File: src/rtl/scsi_msg_pkg.sv
package scsi_msg_pkg;
// What this block does
// - in message out drive cd and msg high, io low.
// - raised attention leads into message out when the target chooses.
// - unsupported message: go message in, send reject, return to message out.
// - retry mode: bad parity stays in message out; third failure drops to bus free.
// - after a parity drop hold sense key B with 43 03.
// - check mode: first bad parity message drops to bus free at once.
// - next command without sense request gets check condition with deferred flag.
// - bus reset overrides every phase and condition.
// - bus reset clears command, reservations and modes, then bus free.
// - acknowledged buffered write data survives bus reset and is still committed.
// - attention during selection leads to message out right after selection.
// - message codes keep their direction split; wrong-way codes are rejected.
// - after sending command complete enter bus free.
// - sync negotiation is five bytes: 01, 03, 01, period, offset.
// - only period codes from the rate table are returned, or 00 when the offset is zero.
// - proposal slower than one megabyte per second: reject and go asynchronous.
// - in message in drive cd, io and msg all high.
// - offset up to fifteen; smaller offsets adopted; zero means asynchronous.
// - bus device reset message clears command, reservations and modes like bus reset, then bus free.

   localparam logic [7:0] MSG_CMD_DONE = 8'h00;
   localparam logic [7:0] MSG_EXT = 8'h01;
   localparam logic [7:0] MSG_RESTORE = 8'h03;
   localparam logic [7:0] MSG_INIT_ERR = 8'h05;
   localparam logic [7:0] MSG_ABORT = 8'h06;
   localparam logic [7:0] MSG_REJECT = 8'h07;
   localparam logic [7:0] MSG_NOP = 8'h08;
   localparam logic [7:0] MSG_PAR_ERR = 8'h09;
   localparam logic [7:0] MSG_DEV_RESET = 8'h0C;
   localparam logic [7:0] EXT_LEN = 8'h03;
   localparam logic [7:0] EXT_SYNC = 8'h01;
   localparam logic [2:0] EXT_BYTES = 3'h5;
   localparam int IDENT_BIT = 7;
   localparam int IDENT_DISC_BIT = 6;
   localparam logic [7:0] IDENT_MASK = 8'hB8;
   localparam logic [7:0] IDENT_VAL = 8'h80;
   localparam logic [7:0] PERIOD_MAX = 8'hFA;
   localparam logic [3:0] OFFSET_MAX = 4'hF;
   localparam int PERIOD_CNT = 20;
   localparam logic [7:0] PERIOD_TAB [PERIOD_CNT] = '{8'h34, 8'h3E, 8'h48, 8'h53, 8'h5D,
      8'h68, 8'h72, 8'h7D, 8'h87, 8'h91, 8'h9C, 8'hA6, 8'hB1, 8'hBB, 8'hC6, 8'hD0,
      8'hDA, 8'hE5, 8'hEF, 8'hFA};
   localparam logic [1:0] RETRY_LIMIT = 2'h3;
   localparam logic [3:0] SENSE_KEY = 4'hB;
   localparam logic [7:0] SENSE_ASC = 8'h43;
   localparam logic [7:0] SENSE_ASCQ = 8'h03;
   // register map and field positions
   localparam logic [7:0] REG_CTRL = 8'h00;
   localparam logic [7:0] REG_STAT = 8'h04;
   localparam logic [7:0] REG_SENSE = 8'h08;
   localparam int CTRL_RESV_BIT = 0;
   localparam int CTRL_SENSE_CLR_BIT = 1;
   localparam int STAT_BSY_BIT = 0;
   localparam int STAT_SENSE_BIT = 1;
   localparam int STAT_DISC_BIT = 2;
   localparam int STAT_RESV_BIT = 3;
   localparam int STAT_OFF_LSB = 8;
   localparam int STAT_PER_LSB = 16;
   localparam int STAT_LAST_LSB = 24;
   localparam int SENSE_ASC_LSB = 8;
   localparam int SENSE_ASCQ_LSB = 16;

   typedef struct packed {
      logic psel;
      logic penable;
      logic pwrite;
      logic [7:0] paddr;
      logic [31:0] pwdata;
   } apb_req_s;
   typedef struct packed {
      logic pready;
      logic pslverr;
      logic [31:0] prdata;
   } apb_rsp_s;
   typedef struct packed {
      logic valid;
      logic par_ok;
      logic [7:0] data;
   } rx_byte_s;
   typedef struct packed {
      logic bsy;
      logic cd;
      logic io;
      logic msg;
   } phase_s;
   typedef enum logic [1:0] {ST_FREE, ST_CONN, ST_MSGO, ST_MSGI} state_e;
endpackage

File: src/rtl/scsi_target_msg.sv
// The register offsets and the APB register port are this design's own decisions.
`timescale 1ns/10ps
`default_nettype none
module scsi_target_msg #(
   parameter int PEND_W = 8
) (
   input wire logic clk,
   input wire logic rstn,
   input wire scsi_msg_pkg::apb_req_s apb_req,
   output scsi_msg_pkg::apb_rsp_s apb_rsp,
   input wire logic atn_pin,
   input wire logic bus_rst_pin,
   input wire logic parity_retry_pin,
   input wire logic sel_done,
   input wire logic cmd_complete,
   input wire logic new_cmd,
   input wire scsi_msg_pkg::rx_byte_s rx_byte,
   input wire logic tx_done,
   input wire logic wr_acked,
   input wire logic wr_written,
   output scsi_msg_pkg::phase_s phase,
   output logic tx_valid,
   output logic [7:0] tx_data,
   output logic check_cond,
   output logic deferred,
   output logic abort_cmd,
   output logic commit_pending
);

   ////////////////////////////////////////////////////////////////////////////
   // pin synchronisers; first stage read only by the second
   logic atn_meta_ff, atn_ff, brst_meta_ff, brst_ff, prty_meta_ff, prty_ff;
   always_ff @(posedge clk or negedge rstn) begin
      if (!rstn) begin
         atn_meta_ff <= 1'b0;
         atn_ff <= 1'b0;
         brst_meta_ff <= 1'b0;
         brst_ff <= 1'b0;
         prty_meta_ff <= 1'b0;
         prty_ff <= 1'b0;
      end else begin
         atn_meta_ff <= atn_pin;
         atn_ff <= atn_meta_ff;
         brst_meta_ff <= bus_rst_pin;
         brst_ff <= brst_meta_ff;
         prty_meta_ff <= parity_retry_pin;
         prty_ff <= prty_meta_ff;
      end
   end

   ////////////////////////////////////////////////////////////////////////////
   // helpers: nearest table period not faster than asked, reply byte picker
   function automatic logic [7:0] round_period(input logic [7:0] p);
      logic [7:0] res;
      res = scsi_msg_pkg::PERIOD_MAX;
      for (int i = scsi_msg_pkg::PERIOD_CNT - 1; i >= 0; i--) begin
         if (scsi_msg_pkg::PERIOD_TAB[i] >= p) res = scsi_msg_pkg::PERIOD_TAB[i];
      end
      return res;
   endfunction

   function automatic logic [7:0] reply_byte(input logic ext, input logic [2:0] idx,
                                             input logic [7:0] single, input logic [7:0] per,
                                             input logic [3:0] off);
      logic [7:0] b;
      b = single;
      if (ext) begin
         case (idx)
            3'h0: b = scsi_msg_pkg::MSG_EXT;
            3'h1: b = scsi_msg_pkg::EXT_LEN;
            3'h2: b = scsi_msg_pkg::EXT_SYNC;
            3'h3: b = per;
            default: b = {4'h0, off};
         endcase
      end
      return b;
   endfunction

   ////////////////////////////////////////////////////////////////////////////
   // message state and mode registers
   scsi_msg_pkg::state_e state_ff, nxt_state;
   logic [2:0] ext_idx_ff, nxt_ext_idx, tx_idx_ff, nxt_tx_idx, tx_len_ff, nxt_tx_len;
   logic [7:0] ext_per_ff, nxt_ext_per, tx_single_ff, nxt_tx_single;
   logic [7:0] per_ff, nxt_per, rx_last_ff, nxt_rx_last, last_tx_ff, nxt_last_tx;
   logic [3:0] off_ff, nxt_off;
   logic [1:0] retry_ff, nxt_retry;
   logic tx_ext_ff, nxt_tx_ext, disc_ok_ff, nxt_disc_ok, resv_ff, nxt_resv;
   logic sense_ff, nxt_sense;
   logic [PEND_W-1:0] pend_ff, nxt_pend;
   scsi_msg_pkg::phase_s nxt_phase;
   logic nxt_tx_valid, nxt_check, nxt_deferred, nxt_abort;
   logic [7:0] nxt_tx_data;
   logic bad_byte, good_byte, wr_hit, drop, start_tx, hard_clr, last_tx;
   logic [7:0] tx_pick;
   logic [3:0] off_pick;
   // retry count at which the next bad byte gives up the bus
   localparam logic [1:0] RETRY_LAST = scsi_msg_pkg::RETRY_LIMIT - 2'h1;

   // bad parity, decode and reply sequencing; bus reset is applied last so it wins
   always_comb begin
      nxt_state = state_ff;
      nxt_ext_idx = ext_idx_ff;
      nxt_ext_per = ext_per_ff;
      nxt_tx_idx = tx_idx_ff;
      nxt_tx_len = tx_len_ff;
      nxt_tx_ext = tx_ext_ff;
      nxt_tx_single = tx_single_ff;
      nxt_per = per_ff;
      nxt_off = off_ff;
      nxt_retry = retry_ff;
      nxt_rx_last = rx_last_ff;
      nxt_last_tx = last_tx_ff;
      nxt_disc_ok = disc_ok_ff;
      nxt_resv = resv_ff;
      nxt_sense = sense_ff;
      nxt_tx_valid = tx_valid;
      nxt_tx_data = tx_data;
      nxt_check = 1'b0;
      nxt_deferred = deferred;
      nxt_abort = 1'b0;
      drop = 1'b0;
      hard_clr = 1'b0;
      start_tx = 1'b0;
      tx_pick = scsi_msg_pkg::MSG_REJECT;
      off_pick = 4'h0;
      bad_byte = (state_ff == scsi_msg_pkg::ST_MSGO) && rx_byte.valid && !rx_byte.par_ok;
      good_byte = (state_ff == scsi_msg_pkg::ST_MSGO) && rx_byte.valid && rx_byte.par_ok;
      last_tx = tx_done && (tx_idx_ff == tx_len_ff - 3'h1);
      wr_hit = apb_req.psel && apb_req.penable && apb_req.pwrite && apb_rsp.pready &&
               (apb_req.paddr == scsi_msg_pkg::REG_CTRL);
      // software owns reservation and acknowledges served sense data
      if (wr_hit) begin
         nxt_resv = apb_req.pwdata[scsi_msg_pkg::CTRL_RESV_BIT];
         if (apb_req.pwdata[scsi_msg_pkg::CTRL_SENSE_CLR_BIT]) begin
            nxt_sense = 1'b0;
            nxt_deferred = 1'b0;
         end
      end
      case (state_ff)
         scsi_msg_pkg::ST_FREE: begin
            if (sel_done) begin
               nxt_retry = 2'h0;
               if (atn_ff) nxt_state = scsi_msg_pkg::ST_MSGO;
               else nxt_state = scsi_msg_pkg::ST_CONN;
            end
         end
         scsi_msg_pkg::ST_CONN: begin
            if (cmd_complete) begin
               start_tx = 1'b1;
               tx_pick = scsi_msg_pkg::MSG_CMD_DONE;
            end else if (atn_ff) begin
               nxt_state = scsi_msg_pkg::ST_MSGO;
            end
         end
         scsi_msg_pkg::ST_MSGO: begin
            if (bad_byte) begin
               nxt_ext_idx = 3'h0;
               if (!prty_ff) drop = 1'b1;
               else if (retry_ff == RETRY_LAST) drop = 1'b1;
               else nxt_retry = retry_ff + 2'h1;
            end else if (good_byte) begin
               nxt_retry = 2'h0;
               nxt_rx_last = rx_byte.data;
               case (ext_idx_ff)
                  3'h0: begin
                     case (rx_byte.data)
                        scsi_msg_pkg::MSG_EXT: nxt_ext_idx = 3'h1;
                        scsi_msg_pkg::MSG_ABORT: begin
                           nxt_state = scsi_msg_pkg::ST_FREE;
                           nxt_abort = 1'b1;
                        end
                        scsi_msg_pkg::MSG_DEV_RESET: hard_clr = 1'b1;
                        scsi_msg_pkg::MSG_NOP, scsi_msg_pkg::MSG_REJECT: begin
                        end
                        scsi_msg_pkg::MSG_PAR_ERR: begin
                           start_tx = 1'b1;
                           tx_pick = last_tx_ff;
                        end
                        scsi_msg_pkg::MSG_INIT_ERR: begin
                           start_tx = 1'b1;
                           tx_pick = scsi_msg_pkg::MSG_RESTORE;
                        end
                        default: begin
                           if ((rx_byte.data & scsi_msg_pkg::IDENT_MASK) ==
                               scsi_msg_pkg::IDENT_VAL) begin
                              nxt_disc_ok = rx_byte.data[scsi_msg_pkg::IDENT_DISC_BIT];
                           end else begin
                              start_tx = 1'b1;
                           end
                        end
                     endcase
                  end
                  3'h1, 3'h2: begin
                     if (rx_byte.data == ((ext_idx_ff == 3'h1) ? scsi_msg_pkg::EXT_LEN
                                                             : scsi_msg_pkg::EXT_SYNC)) begin
                        nxt_ext_idx = ext_idx_ff + 3'h1;
                     end else begin
                        nxt_ext_idx = 3'h0;
                        start_tx = 1'b1;
                     end
                  end
                  3'h3: begin
                     nxt_ext_per = rx_byte.data;
                     nxt_ext_idx = 3'h4;
                  end
                  default: begin
                     nxt_ext_idx = 3'h0;
                     if (ext_per_ff > scsi_msg_pkg::PERIOD_MAX) begin
                        nxt_per = 8'h00;
                        nxt_off = 4'h0;
                        start_tx = 1'b1;
                     end else begin
                        // larger offsets are clipped to what the target can hold
                        off_pick = (rx_byte.data > {4'h0, scsi_msg_pkg::OFFSET_MAX}) ?
                                   scsi_msg_pkg::OFFSET_MAX : rx_byte.data[3:0];
                        nxt_off = off_pick;
                        nxt_per = (off_pick == 4'h0) ? 8'h00 : round_period(ext_per_ff);
                        start_tx = 1'b1;
                        nxt_tx_ext = 1'b1;
                     end
                  end
               endcase
            end else if (!atn_ff && ext_idx_ff == 3'h0) begin
               nxt_state = scsi_msg_pkg::ST_CONN;
            end
         end
         scsi_msg_pkg::ST_MSGI: begin
            if (last_tx) begin
               nxt_tx_valid = 1'b0;
               nxt_tx_ext = 1'b0;
               if (!tx_ext_ff && tx_single_ff == scsi_msg_pkg::MSG_CMD_DONE) begin
                  nxt_state = scsi_msg_pkg::ST_FREE;
               end else if (!tx_ext_ff && tx_single_ff == scsi_msg_pkg::MSG_REJECT) begin
                  nxt_state = scsi_msg_pkg::ST_MSGO;
               end else begin
                  nxt_state = atn_ff ? scsi_msg_pkg::ST_MSGO : scsi_msg_pkg::ST_CONN;
               end
            end else if (tx_done) begin
               nxt_tx_idx = tx_idx_ff + 3'h1;
               nxt_tx_data = reply_byte(tx_ext_ff, nxt_tx_idx, tx_single_ff, per_ff, off_ff);
            end
         end
         default: nxt_state = scsi_msg_pkg::ST_FREE;
      endcase
      // a reply is one byte, or the five-byte sync answer reflecting adopted values
      if (start_tx) begin
         nxt_state = scsi_msg_pkg::ST_MSGI;
         nxt_tx_idx = 3'h0;
         nxt_tx_len = nxt_tx_ext ? scsi_msg_pkg::EXT_BYTES : 3'h1;
         nxt_tx_single = tx_pick;
         nxt_tx_valid = 1'b1;
         nxt_tx_data = nxt_tx_ext ? scsi_msg_pkg::MSG_EXT : tx_pick;
         if (!nxt_tx_ext) nxt_last_tx = tx_pick;
      end
      // the deferred error shows on the next command if sense was not cleared through the control register
      if (new_cmd && sense_ff && !nxt_sense) nxt_check = 1'b0;
      else if (new_cmd && sense_ff) begin
         nxt_check = 1'b1;
         nxt_deferred = 1'b1;
      end
      if (drop) begin
         nxt_state = scsi_msg_pkg::ST_FREE;
         nxt_sense = 1'b1;
         nxt_retry = 2'h0;
      end
      if (brst_ff) hard_clr = 1'b1;
      if (hard_clr) begin
         nxt_state = scsi_msg_pkg::ST_FREE;
         nxt_abort = 1'b1;
         nxt_resv = 1'b0;
         nxt_per = 8'h00;
         nxt_off = 4'h0;
         nxt_disc_ok = 1'b0;
         nxt_ext_idx = 3'h0;
         nxt_retry = 2'h0;
         nxt_tx_valid = 1'b0;
         nxt_tx_ext = 1'b0;
      end
      // write-back counter is outside the clear so acked data still reaches tape
      nxt_pend = pend_ff + PEND_W'(wr_acked) - PEND_W'(wr_written && pend_ff != '0);
      nxt_phase = '0;
      case (nxt_state)
         scsi_msg_pkg::ST_CONN: nxt_phase = '{bsy: 1'b1, cd: 1'b0, io: 1'b0, msg: 1'b0};
         scsi_msg_pkg::ST_MSGO: nxt_phase = '{bsy: 1'b1, cd: 1'b1, io: 1'b0, msg: 1'b1};
         scsi_msg_pkg::ST_MSGI: nxt_phase = '{bsy: 1'b1, cd: 1'b1, io: 1'b1, msg: 1'b1};
         default: nxt_phase = '0;
      endcase
   end

   always_ff @(posedge clk or negedge rstn) begin
      if (!rstn) begin
         state_ff <= scsi_msg_pkg::ST_FREE;
         ext_idx_ff <= 3'h0;
         ext_per_ff <= 8'h00;
         tx_idx_ff <= 3'h0;
         tx_len_ff <= 3'h1;
         tx_ext_ff <= 1'b0;
         tx_single_ff <= 8'h00;
         per_ff <= 8'h00;
         off_ff <= 4'h0;
         retry_ff <= 2'h0;
         rx_last_ff <= 8'h00;
         last_tx_ff <= scsi_msg_pkg::MSG_REJECT;
         disc_ok_ff <= 1'b0;
         resv_ff <= 1'b0;
         sense_ff <= 1'b0;
         pend_ff <= '0;
         phase <= '0;
         tx_valid <= 1'b0;
         tx_data <= 8'h00;
         check_cond <= 1'b0;
         deferred <= 1'b0;
         abort_cmd <= 1'b0;
         commit_pending <= 1'b0;
      end else begin
         state_ff <= nxt_state;
         ext_idx_ff <= nxt_ext_idx;
         ext_per_ff <= nxt_ext_per;
         tx_idx_ff <= nxt_tx_idx;
         tx_len_ff <= nxt_tx_len;
         tx_ext_ff <= nxt_tx_ext;
         tx_single_ff <= nxt_tx_single;
         per_ff <= nxt_per;
         off_ff <= nxt_off;
         retry_ff <= nxt_retry;
         rx_last_ff <= nxt_rx_last;
         last_tx_ff <= nxt_last_tx;
         disc_ok_ff <= nxt_disc_ok;
         resv_ff <= nxt_resv;
         sense_ff <= nxt_sense;
         pend_ff <= nxt_pend;
         phase <= nxt_phase;
         tx_valid <= nxt_tx_valid;
         tx_data <= nxt_tx_data;
         check_cond <= nxt_check;
         deferred <= nxt_deferred;
         abort_cmd <= nxt_abort;
         commit_pending <= (nxt_pend != '0);
      end
   end

   ////////////////////////////////////////////////////////////////////////////
   // apb slave: data latched in setup, so pready rises in the first access cycle
   scsi_msg_pkg::apb_rsp_s nxt_rsp;
   always_comb begin
      nxt_rsp = '0;
      nxt_rsp.pready = apb_req.psel && !apb_req.penable;
      case (apb_req.paddr)
         scsi_msg_pkg::REG_CTRL: nxt_rsp.prdata[scsi_msg_pkg::CTRL_RESV_BIT] = resv_ff;
         scsi_msg_pkg::REG_STAT: begin
            nxt_rsp.prdata[scsi_msg_pkg::STAT_BSY_BIT] = phase.bsy;
            nxt_rsp.prdata[scsi_msg_pkg::STAT_SENSE_BIT] = sense_ff;
            nxt_rsp.prdata[scsi_msg_pkg::STAT_DISC_BIT] = disc_ok_ff;
            nxt_rsp.prdata[scsi_msg_pkg::STAT_RESV_BIT] = resv_ff;
            nxt_rsp.prdata[scsi_msg_pkg::STAT_OFF_LSB +: 4] = off_ff;
            nxt_rsp.prdata[scsi_msg_pkg::STAT_PER_LSB +: 8] = per_ff;
            nxt_rsp.prdata[scsi_msg_pkg::STAT_LAST_LSB +: 8] = rx_last_ff;
         end
         scsi_msg_pkg::REG_SENSE: begin
            if (sense_ff) begin
               nxt_rsp.prdata[3:0] = scsi_msg_pkg::SENSE_KEY;
               nxt_rsp.prdata[scsi_msg_pkg::SENSE_ASC_LSB +: 8] = scsi_msg_pkg::SENSE_ASC;
               nxt_rsp.prdata[scsi_msg_pkg::SENSE_ASCQ_LSB +: 8] = scsi_msg_pkg::SENSE_ASCQ;
            end
         end
         default: nxt_rsp.pslverr = nxt_rsp.pready; // unmapped answers with error
      endcase
   end

   always_ff @(posedge clk or negedge rstn) begin
      if (!rstn) apb_rsp <= '0;
      else apb_rsp <= nxt_rsp;
   end
endmodule
`default_nettype wire

File: config.mk
export PLATFORM = sky130hd
export DESIGN_NAME = scsi_target_msg
export DESIGN_NICKNAME = d
export VERILOG_FILES = /design/src/rtl/scsi_msg_pkg.sv /design/src/rtl/scsi_target_msg.sv
export SDC_FILE = /design/constraint.sdc
export NUM_CORES = 1
export LEC_CHECK = 0
export BUFFER_PORTS_ARGS = -buffer_cell sky130_fd_sc_hd__clkbuf_2
export CAP_MARGIN = 10
export CORE_ASPECT_RATIO = 1.1
export CORE_MARGIN = 2
export CORE_UTILIZATION = 30
export DETAILED_ROUTE_END_ITERATION = 8
export PLACE_DENSITY = 0.49
export SETUP_SLACK_MARGIN = 0.02
export SLEW_MARGIN = 10
export SYNTH_ARGS = -nofsm -noshare
export SYNTH_HDL_FRONTEND = slang
export SYNTH_SLANG_ARGS = --single-unit
export TNS_END_PERCENT = 5
File: constraint.sdc
create_clock -name clk -period 4.9 [get_ports clk]
set_input_delay 0.735 -clock clk [delete_from_list [all_inputs] [get_ports clk]]
set_output_delay 0.735 -clock clk [all_outputs]
set_load 0.01 [all_outputs]
; ---- Word level (Yosys, flattened, before mapping)
; Index checks and enable logic that the tools add are counted.
[classes]
addsub = 6
n_eq_ne = 35
muxes = 146
n_reduce_logical = 55
bitwise_logic = 2
order_cmp = 21
[op_table]
columns = cell, count
row1 = 2-to-1 mux 8 bit, 35
row2 = "greater-or-equal comparator 8 bit, first input constant", 11
row3 = 2-to-1 mux 1 bit, 50
row4 = "greater-or-equal comparator 7 x 8 -> 1 bit, first input constant", 6
row5 = case mux 8 bit (2 select lines), 3
row6 = 2-to-1 mux 2 bit, 23
row7 = "== test 8 x 3 -> 1 bit, second input constant", 5
row8 = 2-to-1 mux 3 bit, 12
row9 = 2-to-1 mux 4 bit, 9
row10 = "== test 8 x 4 -> 1 bit, second input constant", 4
row11 = case mux 8 bit (3 select lines), 1
row12 = "greater-or-equal comparator 6 x 8 -> 1 bit, first input constant", 2
row13 = zero test 8 bit, 2
row14 = nonzero test 8 bit, 2
row15 = logical AND 1 bit, 15
row16 = "inequality test 5 bit, second input constant", 3
row17 = nonzero test 2 bit, 7
row18 = "== test 3 x 2 -> 1 bit, second input constant", 4
row19 = case mux 4 bit (3 select lines), 1
row20 = "== test 2 bit, second input constant", 5
row21 = 2-to-1 mux 10 bit, 1
row22 = case mux 3 bit (3 select lines), 1
row23 = AND reduction 3 bit, 3
row24 = nonzero test 3 bit, 3
row25 = other kinds (39), 57
[word_totals]
inputBits = 64
output_inout_bits = 51
regBits = 122

; ---- Logic depth before layout (Yosys ltp)
; Gate-level depths: netlist of run 1.
[depth]
word_depth = 27
depth_mapped = 15
ltp_nobuf = 15

; ---- Worst setup path after synthesis of run 1
; OpenSTA, ideal clock, no wires.
[synth_timing]
path_kind = input to register
from = input wr_written
to = register commit_pending
path_slack_ns = 1.977
stages = 12
t_arrival_ns = 2.785
n_path_buf = 0
setup_ns = 0.138
cell_sequence = o21a_1 ha_1 inv_1 ha_1 inv_1 fa_1 nor2b_1 or3_1 a31oi_1 o21bai_1 xor2_1 or4b_1
[synth_between]
elab_chain_cells = 3
[synth_lines]
columns = element, line
row1 = start: declaration, scsi_target_msg.sv:20  ; input wire logic wr_written,
row2 = logical AND 1 bit, scsi_target_msg.sv:280  ; nxt_pend = pend_ff + PEND_W'(wr_acked) - PEND_W'(wr_written && pend_ff != '0);
row3 = subtractor 8 x 1 -> 8 bit, scsi_target_msg.sv:280
row4 = via nxt_pend[6], scsi_target_msg.sv:89  ; logic [PEND_W-1:0] pend_ff, nxt_pend;
row5 = nonzero test 8 bit, scsi_target_msg.sv:338  ; commit_pending <= (nxt_pend != '0);
row6 = end signal: assignment, scsi_target_msg.sv:338
row7 = end: declaration, scsi_target_msg.sv:27  ; output logic commit_pending
; The timed path passes the listed nets, and every way through them passes these cells.
; A chain may end at the register's enable or synchronous reset.

; ---- Worst setup path after layout of run 1
[layout_timing]
from = register pend_ff[5]
to = register commit_pending
[layout_between]
elab_chain_cells = 4
elab_cells_between_ends = 5
cone_classes = add/sub: 2 / reduce/logical: 3
[layout_lines]
columns = element, line
row1 = start: declaration, scsi_target_msg.sv:89
row2 = start signal: assignment, scsi_target_msg.sv:331  ; pend_ff <= nxt_pend;
row3 = nonzero test 8 bit, scsi_target_msg.sv:280
row4 = logical AND 1 bit, scsi_target_msg.sv:280
row5 = subtractor 8 x 1 -> 8 bit, scsi_target_msg.sv:280
row6 = via nxt_pend[4], scsi_target_msg.sv:89
row7 = nonzero test 8 bit, scsi_target_msg.sv:338
; The timed path passes the listed nets, and every way through them passes these cells.

==> results of run 1 <==
[logic make-up after synthesis]
group | count (synthesis) | share of synthesized area (%)
AND/OR/NAND/NOR | 250 | 21.12
AO/OA/AOI/OAI | 150 | 16.83
other | 1 | 0.06099
adder cells (fa/ha/maj) | 27 | 5.617
XOR/XNOR | 11 | 1.567
buffers and inverters | 73 | 5.291
multiplexers | 13 | 2.238
flip-flops | 116 | 47.27
[state kept, by name, summed over array words and instances (netlist names), 2 cells and up]
| register | count |
|---|---|
| tx_single_ff | 8 |
| tx_data | 8 |
| pend_ff | 8 |
| apb_rsp | 27 |
| ext_idx_ff | 3 |
| tx_idx_ff | 3 |
| retry_ff | 2 |
| state_ff | 2 |
| ext_per_ff | 8 |
| off_ff | 4 |
| per_ff | 8 |
| last_tx_ff | 8 |
| phase | 3 |
| rx_last_ff | 8 |
[cell type report]
| cell class | count | area (um^2) |
|---|---|---|
| clock inverter | 13 | 127.6 |
| multi-input combinational | 458 | 2944 |
| tap | 252 | 315.3 |
| inverter | 36 | 135.1 |
| fill | 2026 | 12700 |
| timing repair buffer | 82 | 425.4 |
| clock buffer | 19 | 442.9 |
| sequential | 116 | 2907 |
[worst max-delay path by stage]
stage | startpoint | endpoint | slack, ns | cells after the start
after floorplan | wr_written | commit_pending$_DFF_PN0_ | 1.98 | 12
after global placement | wr_written | commit_pending$_DFF_PN0_ | 1.64 | 13
after detailed placement | wr_written | commit_pending$_DFF_PN0_ | 1.60 | 13
after CTS | pend_ff[5]$_DFF_PN0_ | commit_pending$_DFF_PN0_ | 1.61 | 15
after global routing | state_ff[0]$_DFF_PN0_ | tx_single_ff[0]$_DFFE_PN0P_ | 1.40 | 8
final | pend_ff[5]$_DFF_PN0_ | commit_pending$_DFF_PN0_ | 1.65 | 15
[power by group]
part | internal (mW) | switching (mW) | leakage (nW)
Clock | 0.717 | 0.458 | 0.271
Combinational | 0.393 | 0.536 | 1.72
Sequential | 1.14 | 0.122 | 1.52
Total | 2.25 | 1.12 | 3.51
[cell usage in the layout, fill, tap and decap left out, types with 8 or more instances in the layout]
master	n
a22o_1	9
nor2_1	40
and2_1	26
nor3_1	13
or3_1	8
nand3_1	16
a21oi_1	25
and3_1	11
nor2b_1	12
dfrtp_1	113
o21ai_0	33
nor4_1	10
ha_1	26
a31oi_1	10
inv_1	36
nand2_1	73
clkbuf_16	17
clkbuf_2	76
[metal layers]
| layer | vias up | global-route usage (%) | routed length, um |
|---|---|---|---|
| met1 | 2391 | 18.78 | 7038 |
| li1 | 2402 | - | - |
| met4 | 0 | 5.143 | 201 |
| met2 | 126 | 26.10 | 7744 |
| met3 | 13 | 3.177 | 673 |
| met5 | - | 0 | 0 |
==> impl_metrics.yaml, run 1 <==
outcome:
  status: "complete, no violations"
logic_synthesis:
  synth_cells: 641
  yosys_warnings: 0
  synth_seq_area_share_pct: 47.27
  netlist_area_um2: 6148
  synth-async-reset-ratio_pct: 100.0
  avgSynthCellArea_um2: 9.592
  ys_top_cells_by_area: "dfrtp_1 46%, ha_1 5.3%, nand2_1 4.5%"
  ys.flop_type: "dfrtp_1"
  synth_top_area_share_pct: 45.99
  yosysTopAreaCell: "dfrtp_1"
  post-synth-top-count-cell: "dfrtp_1"
  synth_commonest_cells: "113 x dfrtp_1, 73 x nand2_1, 40 x nor2_1, 36 x inv_1, 33 x o21ai_0"
  ys_ff_latch: 116
  synth_edf_count: 0
  synth_cell_types: 76
floorplan:
  start_util_pct: 30.74
  dieWidth_um: 140.5
  core_um2: 20000
  die_area_um2: 21660
  die_h_um: 154.1
  pin_count: 115
  row_count: 54
cells_and_area:
  fin_util_pct: 36.49
  instances_no_fill: 976
  final_area_um2: 7297
  antennaDiodeCount: 0
  final_nets: 802
  drive_gt1_share_pct: 19.20
  area_delta_synth_final_pct: 18.68
clock_network:
  cts_htree_levels: 4
  clk_pin_slew_ns: 0.06
  cts_resized: 0
  clk_latency_ns: 0.41
  cts_buffers: 17
  post_cts_buffers: 0
  clock_path_buffers: 2
  cts_tree: "yes"
  root_buffer: "clkbuf_16"
  clock_sinks: 116
  cts_hold_buf: 0
timing:
  skew_ns: 0.005465
  rsz0062_at_grt: "no"
  hold_ws_ns: 0.3036
  fin_crit_ns: 3.251
  setup_viol: 0
  worst_pin_slew_ns: 0.8509
  layout_setup_ws_ns: 1.649
  period_share_pct: 66.34
  drv_slew: 0
  fin_tns_setup_ns: 0
  clock.fmax_mhz: 307.6
  slew_headroom_pct: 42.53
  hold_viol_final: 0
flow_run:
  cap_violations: 0
grt:
  antenna_found_initial: 0
  grt_max_degree: 48
  grt_overflow: 0
  track_usage_pct: 15.10
  grt_pass1_wl_mm: 26.01
  grt_pass1_vias: 5046
critical_path:
  path_max_fanout: 2
  reg2reg_to: "commit_pending$_DFF_PN0_"
  crit_required_ns: 5.18
  cpLargestDelayFamily: "simple AND/OR/NAND/NOR gates"
  arrival_ns: 3.53
  reg2reg_slack_ns: 1.65
  crit-reg2reg-launch: "pend_ff[5]$_DFF_PN0_"
  crit_path_start_kind: "flip-flop"
  rr_worst_depth: 15
  critical_path_class: "reg2reg"
  critPathBufInv: 3
  slowest_delay_ns: 0.46
  crit_slowest_cell: "or4b_1"
  end_kind: "flip-flop"
  path_cells: "inv_1, ha_1, nand4_1, o21a_1, ha_1, inv_1, ha_1, inv_1, fa_1, nor2b_1, or3_1, a32oi_1, nor2_1, nor4b_1, or4b_1"
placed_design:
  port_buffers: 77
  routabilityCongestion: 0.8333
  post-place-ws_ns: 1.597
  place_hpwl_mm: 11.42
  dp.cells: 944
  place_area_um2: 6726
routing:
  ant_nets: 0
  firstDrtPassIters: 5
  drtIter0Drc: 301
  viasPerCell: 5.053
  vias: 4932
  drc: 0
  totalWireLength_mm: 15.66
  wire_per_inst_um: 16.04
min_path:
  min_path_type: "in2async"
power:
  peakVddDrop_mv: 0.2058
  total_power_mw: 3.363
  power.leakage_nw: 3.511
  power.density_nw_per_um2: 460.9
Power figures use the tool's default switching activity.
==> run 2: changes to the inputs <==
- PLACE_DENSITY: 0.49 -> 0.51
- clock period: 4.9 -> 2.91 ns (I/O delays scaled with it)
==> run 2 against run 1 <==
  * Critical path type unchanged
  * Critical path depth stayed put
  * Flip-flop and latch count did not move
  * Clock skew grew 0.0043 ns
  * Critical endpoint unchanged
  * The flow now finishes with violations (negative setup slack)
  * Wire length grew 3.8%
  * Sequential power rose by 67%
==> impl_metrics.yaml, run 2 (synthesized netlist as in run 1, its figures left out) <==
cells_and_area:
  regArea_um2: 2907
  drive_gt1_share_pct: 24.60
  final_area_um2: 7660
  area_delta_synth_final_pct: 24.58
  multiInputGateArea_um2: 2979
  num-fill-cells: 2005
  final_nets: 834
  layout_common_cells: "113 x dfrtp_1, 76 x clkbuf_2, 73 x nand2_1"
  antennaDiodeCount: 0
  fin_util_pct: 38.30
  top_register: "apb_rsp"
  final_common_cell: "dfrtp_1"
  largest_reg_flops: 27
clock_network:
  clk_latency_ns: 0.41
  cts_tree: "yes"
  clock_path_buffers: 2
  cts_buffers: 17
  clk_pin_slew_ns: 0.06
  clock_sinks: 116
  root_buffer: "clkbuf_16"
  cts_hold_buf: 0
  cts_htree_levels: 4
grt:
  grt_max_degree: 44
  grt_overflow: 0
  grt_pass1_vias: 5262
  track_usage_pct: 15.71
  grt_pass1_wl_mm: 27.08
  antenna_found_initial: 0
power:
  swShare_pct: 31.10
  combPwrFrac_pct: 30.3
  power.leakage_nw: 3.707
  pwr-share-seq_pct: 33.3
  power.density_nw_per_um2: 827.5
  p_clk_share_pct: 36.4
  p_int_mw: 4.367
  total_power_mw: 6.338
  peakVddDrop_mv: 0.3425
  p_switching_mw: 1.971
outcome:
  violations: "negative setup slack"
  status: "complete, but fails checks"
flow_run:
  cap_violations: 0
critical_path:
  end_kind: "flip-flop"
  crit_required_ns: 3.19
  critical_path_class: "reg2reg"
  rr_worst_depth: 15
  arrival_ns: 3.34
  path_max_fanout: 2
  crit_path_start_kind: "flip-flop"
timing:
  rsz0062_at_grt: "yes"
  hold_ws_ns: 0.01742
  skew_ns: 0.009791
  fin_crit_ns: 3.055
  worst_pin_slew_ns: 0.8130
  layout_setup_ws_ns: -0.1452
  slew_headroom_pct: 45.09
  hold_viol_final: 0
  drv_slew: 0
  period_share_pct: 105.0
  setup_viol: 1
  clock.fmax_mhz: 327.3
placed_design:
  post-place-ws_ns: -0.3044
  place_hpwl_mm: 12.03
  routabilityCongestion: 0.8754
  port_buffers: 77
  place_area_um2: 6937
routing:
  vias: 5097
  wire_per_inst_um: 16.13
  totalWireLength_mm: 16.26
  ant_nets: 0
  firstDrtPassIters: 7
  drc: 0
  drtIter0Drc: 228
  viasPerCell: 5.057
floorplan:
  dieWidth_um: 140.5
  die_area_um2: 21660
  pin_count: 115
  die_h_um: 154.1
  row_count: 54
  start_util_pct: 30.74
  core_um2: 20000
min_path:
  min_path_type: "in2async"
-- run 2: changes by cell type in the layout (fill, tap and decap cells not counted), sizes merged --
cell / change
buf: +32
bufinv: +4
clkinv: -1
inv: -3
-- run 2: timing repair --
item	CTS	global route
gates resized for setup	11	3
pin swaps	6	5
buffers inserted	4	0
endpoints found under the setup margin	1	1
-- run 2: cell type report --
class / instances / area share (%)
sequential: 116 / 37.95
clock inverter: 13 / 2.679
multi-input combinational: 458 / 38.89
inverter: 36 / 1.764
clock buffer: 19 / 5.913
timing repair buffer: 114 / 8.690
tap: 252 / 4.116
-- run 2: metal layers --
layer	GRT usage [%]	up-vias	share of wire (%)
li1	-	2457	-
met1	19.24	2492	44
met2	27.15	126	51
met3	3.675	22	4.1
met4	5.476	0	1.6
met5	0	-	0
-- run 2: final timing paths --
path                                                 end  slack, ns                   from
worst min register to register          atn_ff$_DFF_PN0_       0.34  atn_meta_ff$_DFF_PN0_
max in group asynchronous           pend_ff[2]$_DFF_PN0_       2.14                   rstn
min in group clk                  brst_meta_ff$_DFF_PN0_       0.13            bus_rst_pin
worst max register to register  commit_pending$_DFF_PN0_      -0.15   pend_ff[5]$_DFF_PN0_
worst max-delay path            commit_pending$_DFF_PN0_      -0.15   pend_ff[5]$_DFF_PN0_
worst min-delay path               apb_rsp[24]$_DFF_PN0_       0.02                   rstn
-- run 2: power groups by stage --
| stage | Sequential [mW] | Clock (mW) | Combinational (mW) |
|---|---|---|---|
| 2_1_floorplan | 2.12 | 0 | 1.13 |
| 3_3_place_gp | 2.12 | 0 | 1.70 |
| 3_5_place_dp | 2.14 | 0 | 1.77 |
| 4_1_cts | 2.12 | 2.36 | 1.86 |
| 5_1_grt | 2.15 | 2.44 | 2.15 |
| 6_report | 2.11 | 2.30 | 1.92 |
-- run 2: critical path, cell delays in order (launching register included) --
cell      delay (ns)
dfrtp_1         0.39
inv_2           0.06
ha_1            0.14
nand4_1         0.10
o21a_1          0.18
ha_1            0.26
inv_1           0.04
ha_2            0.17
inv_2           0.06
fa_2            0.20
nor2b_2         0.05
or3_4           0.34
a31oi_2         0.19
o21bai_1        0.10
xor2_1          0.16
or4b_1          0.47
-- run 2: per-stage QoR --
stage	cells	setup TNS (ns)
final	1008	-0.1452
after floorplan	647	-0.004476
after global routing	1008	-0.3140
after detailed placement	972	-0.3044
after CTS	1008	-0.2053
after global placement	972	-0.2051
==> run 3: changes to the inputs <==
- CTS_BUF_LIST: default -> sky130_fd_sc_hd__clkbuf_16
==> run 3 against run 2 <==
  * The run still ends with negative setup slack left
  * Clock-buffer cell count down 2
  * Hold slack worse by 0.00076 ns
  * Power down 0.87%
  * Design area down 0.26%
  * Utilization down 0.10 points
  * Setup slack better by 0.0032 ns
  * Critical path depth unchanged
  * Wire length down 0.18%
  * Largest cell class unchanged
==> impl_metrics.yaml, run 3 (synthesized netlist as in run 1, its figures left out) <==
outcome:
  status: "complete, but fails checks"
  violations: "negative setup slack"
floorplan:
  core_um2: 20000
  die_h_um: 154.1
  row_count: 54
  pin_count: 115
  start_util_pct: 30.74
  dieWidth_um: 140.5
  die_area_um2: 21660
critical_path:
  crit_path_start_kind: "flip-flop"
  critical_path_class: "reg2reg"
  crit_required_ns: 3.20
  arrival_ns: 3.34
  crit_start: "pend_ff[5]$_DFF_PN0_"
  crit-reg2reg-launch: "pend_ff[5]$_DFF_PN0_"
  rr_worst_depth: 15
  reg2reg_to: "commit_pending$_DFF_PN0_"
  path_max_fanout: 2
  reg2reg_slack_ns: -0.14
  end_kind: "flip-flop"
  crit_path_end: "commit_pending$_DFF_PN0_"
placed_design:
  port_buffers: 77
  routabilityCongestion: 0.8754
  post-place-ws_ns: -0.3044
  place_hpwl_mm: 12.03
  dp.cells: 972
timing:
  slew_headroom_pct: 47.12
  drv_slew: 0
  skew_ns: 0.01191
  layout_setup_ws_ns: -0.1420
  worst_pin_slew_ns: 0.7829
  period_share_pct: 104.9
  clock.fmax_mhz: 327.7
  hold_viol_final: 0
  fin_crit_ns: 3.052
  setup_viol: 1
  rsz0062_at_grt: "yes"
grt:
  grt_pass1_wl_mm: 27.09
  grt_overflow: 0
  grt_max_degree: 44
  grt_pass1_vias: 5262
  track_usage_pct: 15.73
  antenna_found_initial: 0
routing:
  viasPerCell: 5.048
  firstDrtPassIters: 5
  vias: 5088
  totalWireLength_mm: 16.23
  drc: 0
  ant_nets: 0
  wire_per_inst_um: 16.10
  drtIter0Drc: 225
cells_and_area:
  drive_gt1_share_pct: 24.34
  instances_no_fill: 1008
  final_nets: 834
  area_delta_synth_final_pct: 24.26
  final_common_cell: "dfrtp_1"
  antennaDiodeCount: 0
  largest_reg_flops: 27
  layout_common_cells: "113 x dfrtp_1, 76 x clkbuf_2, 73 x nand2_1"
  top_register: "apb_rsp"
clock_network:
  cts_htree_levels: 4
  root_buffer: "clkbuf_16"
  clock_path_buffers: 2
  cts_buffers: 17
  clock_sinks: 116
  clk_pin_slew_ns: 0.06
  clk_latency_ns: 0.42
  cts_tree: "yes"
power:
  peakVddDrop_mv: 0.3433
  power.leakage_nw: 3.696
  power.density_nw_per_um2: 822.4
min_path:
  min_path_type: "in2async"
flow_run:
  cap_violations: 0
run 3: power by group:
group          total (mW)  switching (mW)  leakage, nW  internal, mW
Clock                2.25           0.746        0.304          1.51
Sequential           2.11           0.197         1.52          1.92
Combinational        1.92            1.03         1.87         0.891
run 3: how the worst min path moves through the flow:
stage / endpoint / cells after the start
after detailed placement: atn_ff$_DFF_PN0_ / 0
after global routing: apb_rsp[24]$_DFF_PN0_ / 1
after CTS: apb_rsp[24]$_DFF_PN0_ / 1
final: apb_rsp[24]$_DFF_PN0_ / 1
after floorplan: abort_cmd$_DFF_PN0_ / 0
after global placement: brst_ff$_DFF_PN0_ / 0
run 3: metal layers:
metal / vias up / global-route usage, % / share of wire (%)
li1: 2455 / - / -
met2: 124 / 27.15 / 51
met3: 20 / 3.768 / 4.5
met1: 2489 / 19.24 / 43
met5: - / 0 / 0
met4: 0 / 5.476 / 1.6
run 3: layout make-up:
cell class / instances / area (um^2)
repair buffers: 114 / 665.6
inverters: 36 / 135.1
clock inverters: 15 / 212.7
flip-flops and latches: 116 / 2907
multi-input cells: 458 / 2979
well taps: 252 / 315.3
fillers: 2008 / 12360
clock buffers: 17 / 425.4
run 3: what timing repair did:
item	4_1_cts	5_1_grt
cloned	0	0
setup buffers	4	0
endpoints found under the setup margin	1	1
pin swaps	6	5
hold buffers	0	0
resized for setup	11	3
run 3: critical path: stages (launching register included):
cell,delay (ns)
dfrtp_1,0.39
inv_2,0.07
ha_1,0.14
nand4_1,0.10
o21a_1,0.18
ha_1,0.26
inv_1,0.04
ha_2,0.17
inv_2,0.06
fa_2,0.20
nor2b_2,0.05
or3_4,0.34
a31oi_2,0.19
o21bai_1,0.10
xor2_1,0.16
or4b_1,0.47
run 3: stage by stage:
stage	hold slack (ns)	cell area, um^2	utilization, %	power, mW	setup TNS (ns)
3_3_place_gp	0.3331	6937	34.68	3.824	-0.2051
6_report	0.01666	7640	38.20	6.283	-0.1420
4_1_cts	0.02746	7621	38.11	6.280	-0.2053
2_1_floorplan	0.1409	6171	-	3.251	-0.004476
5_1_grt	0.04450	7640	38.20	6.687	-0.3140
3_5_place_dp	0.3358	6937	34.68	3.912	-0.3044
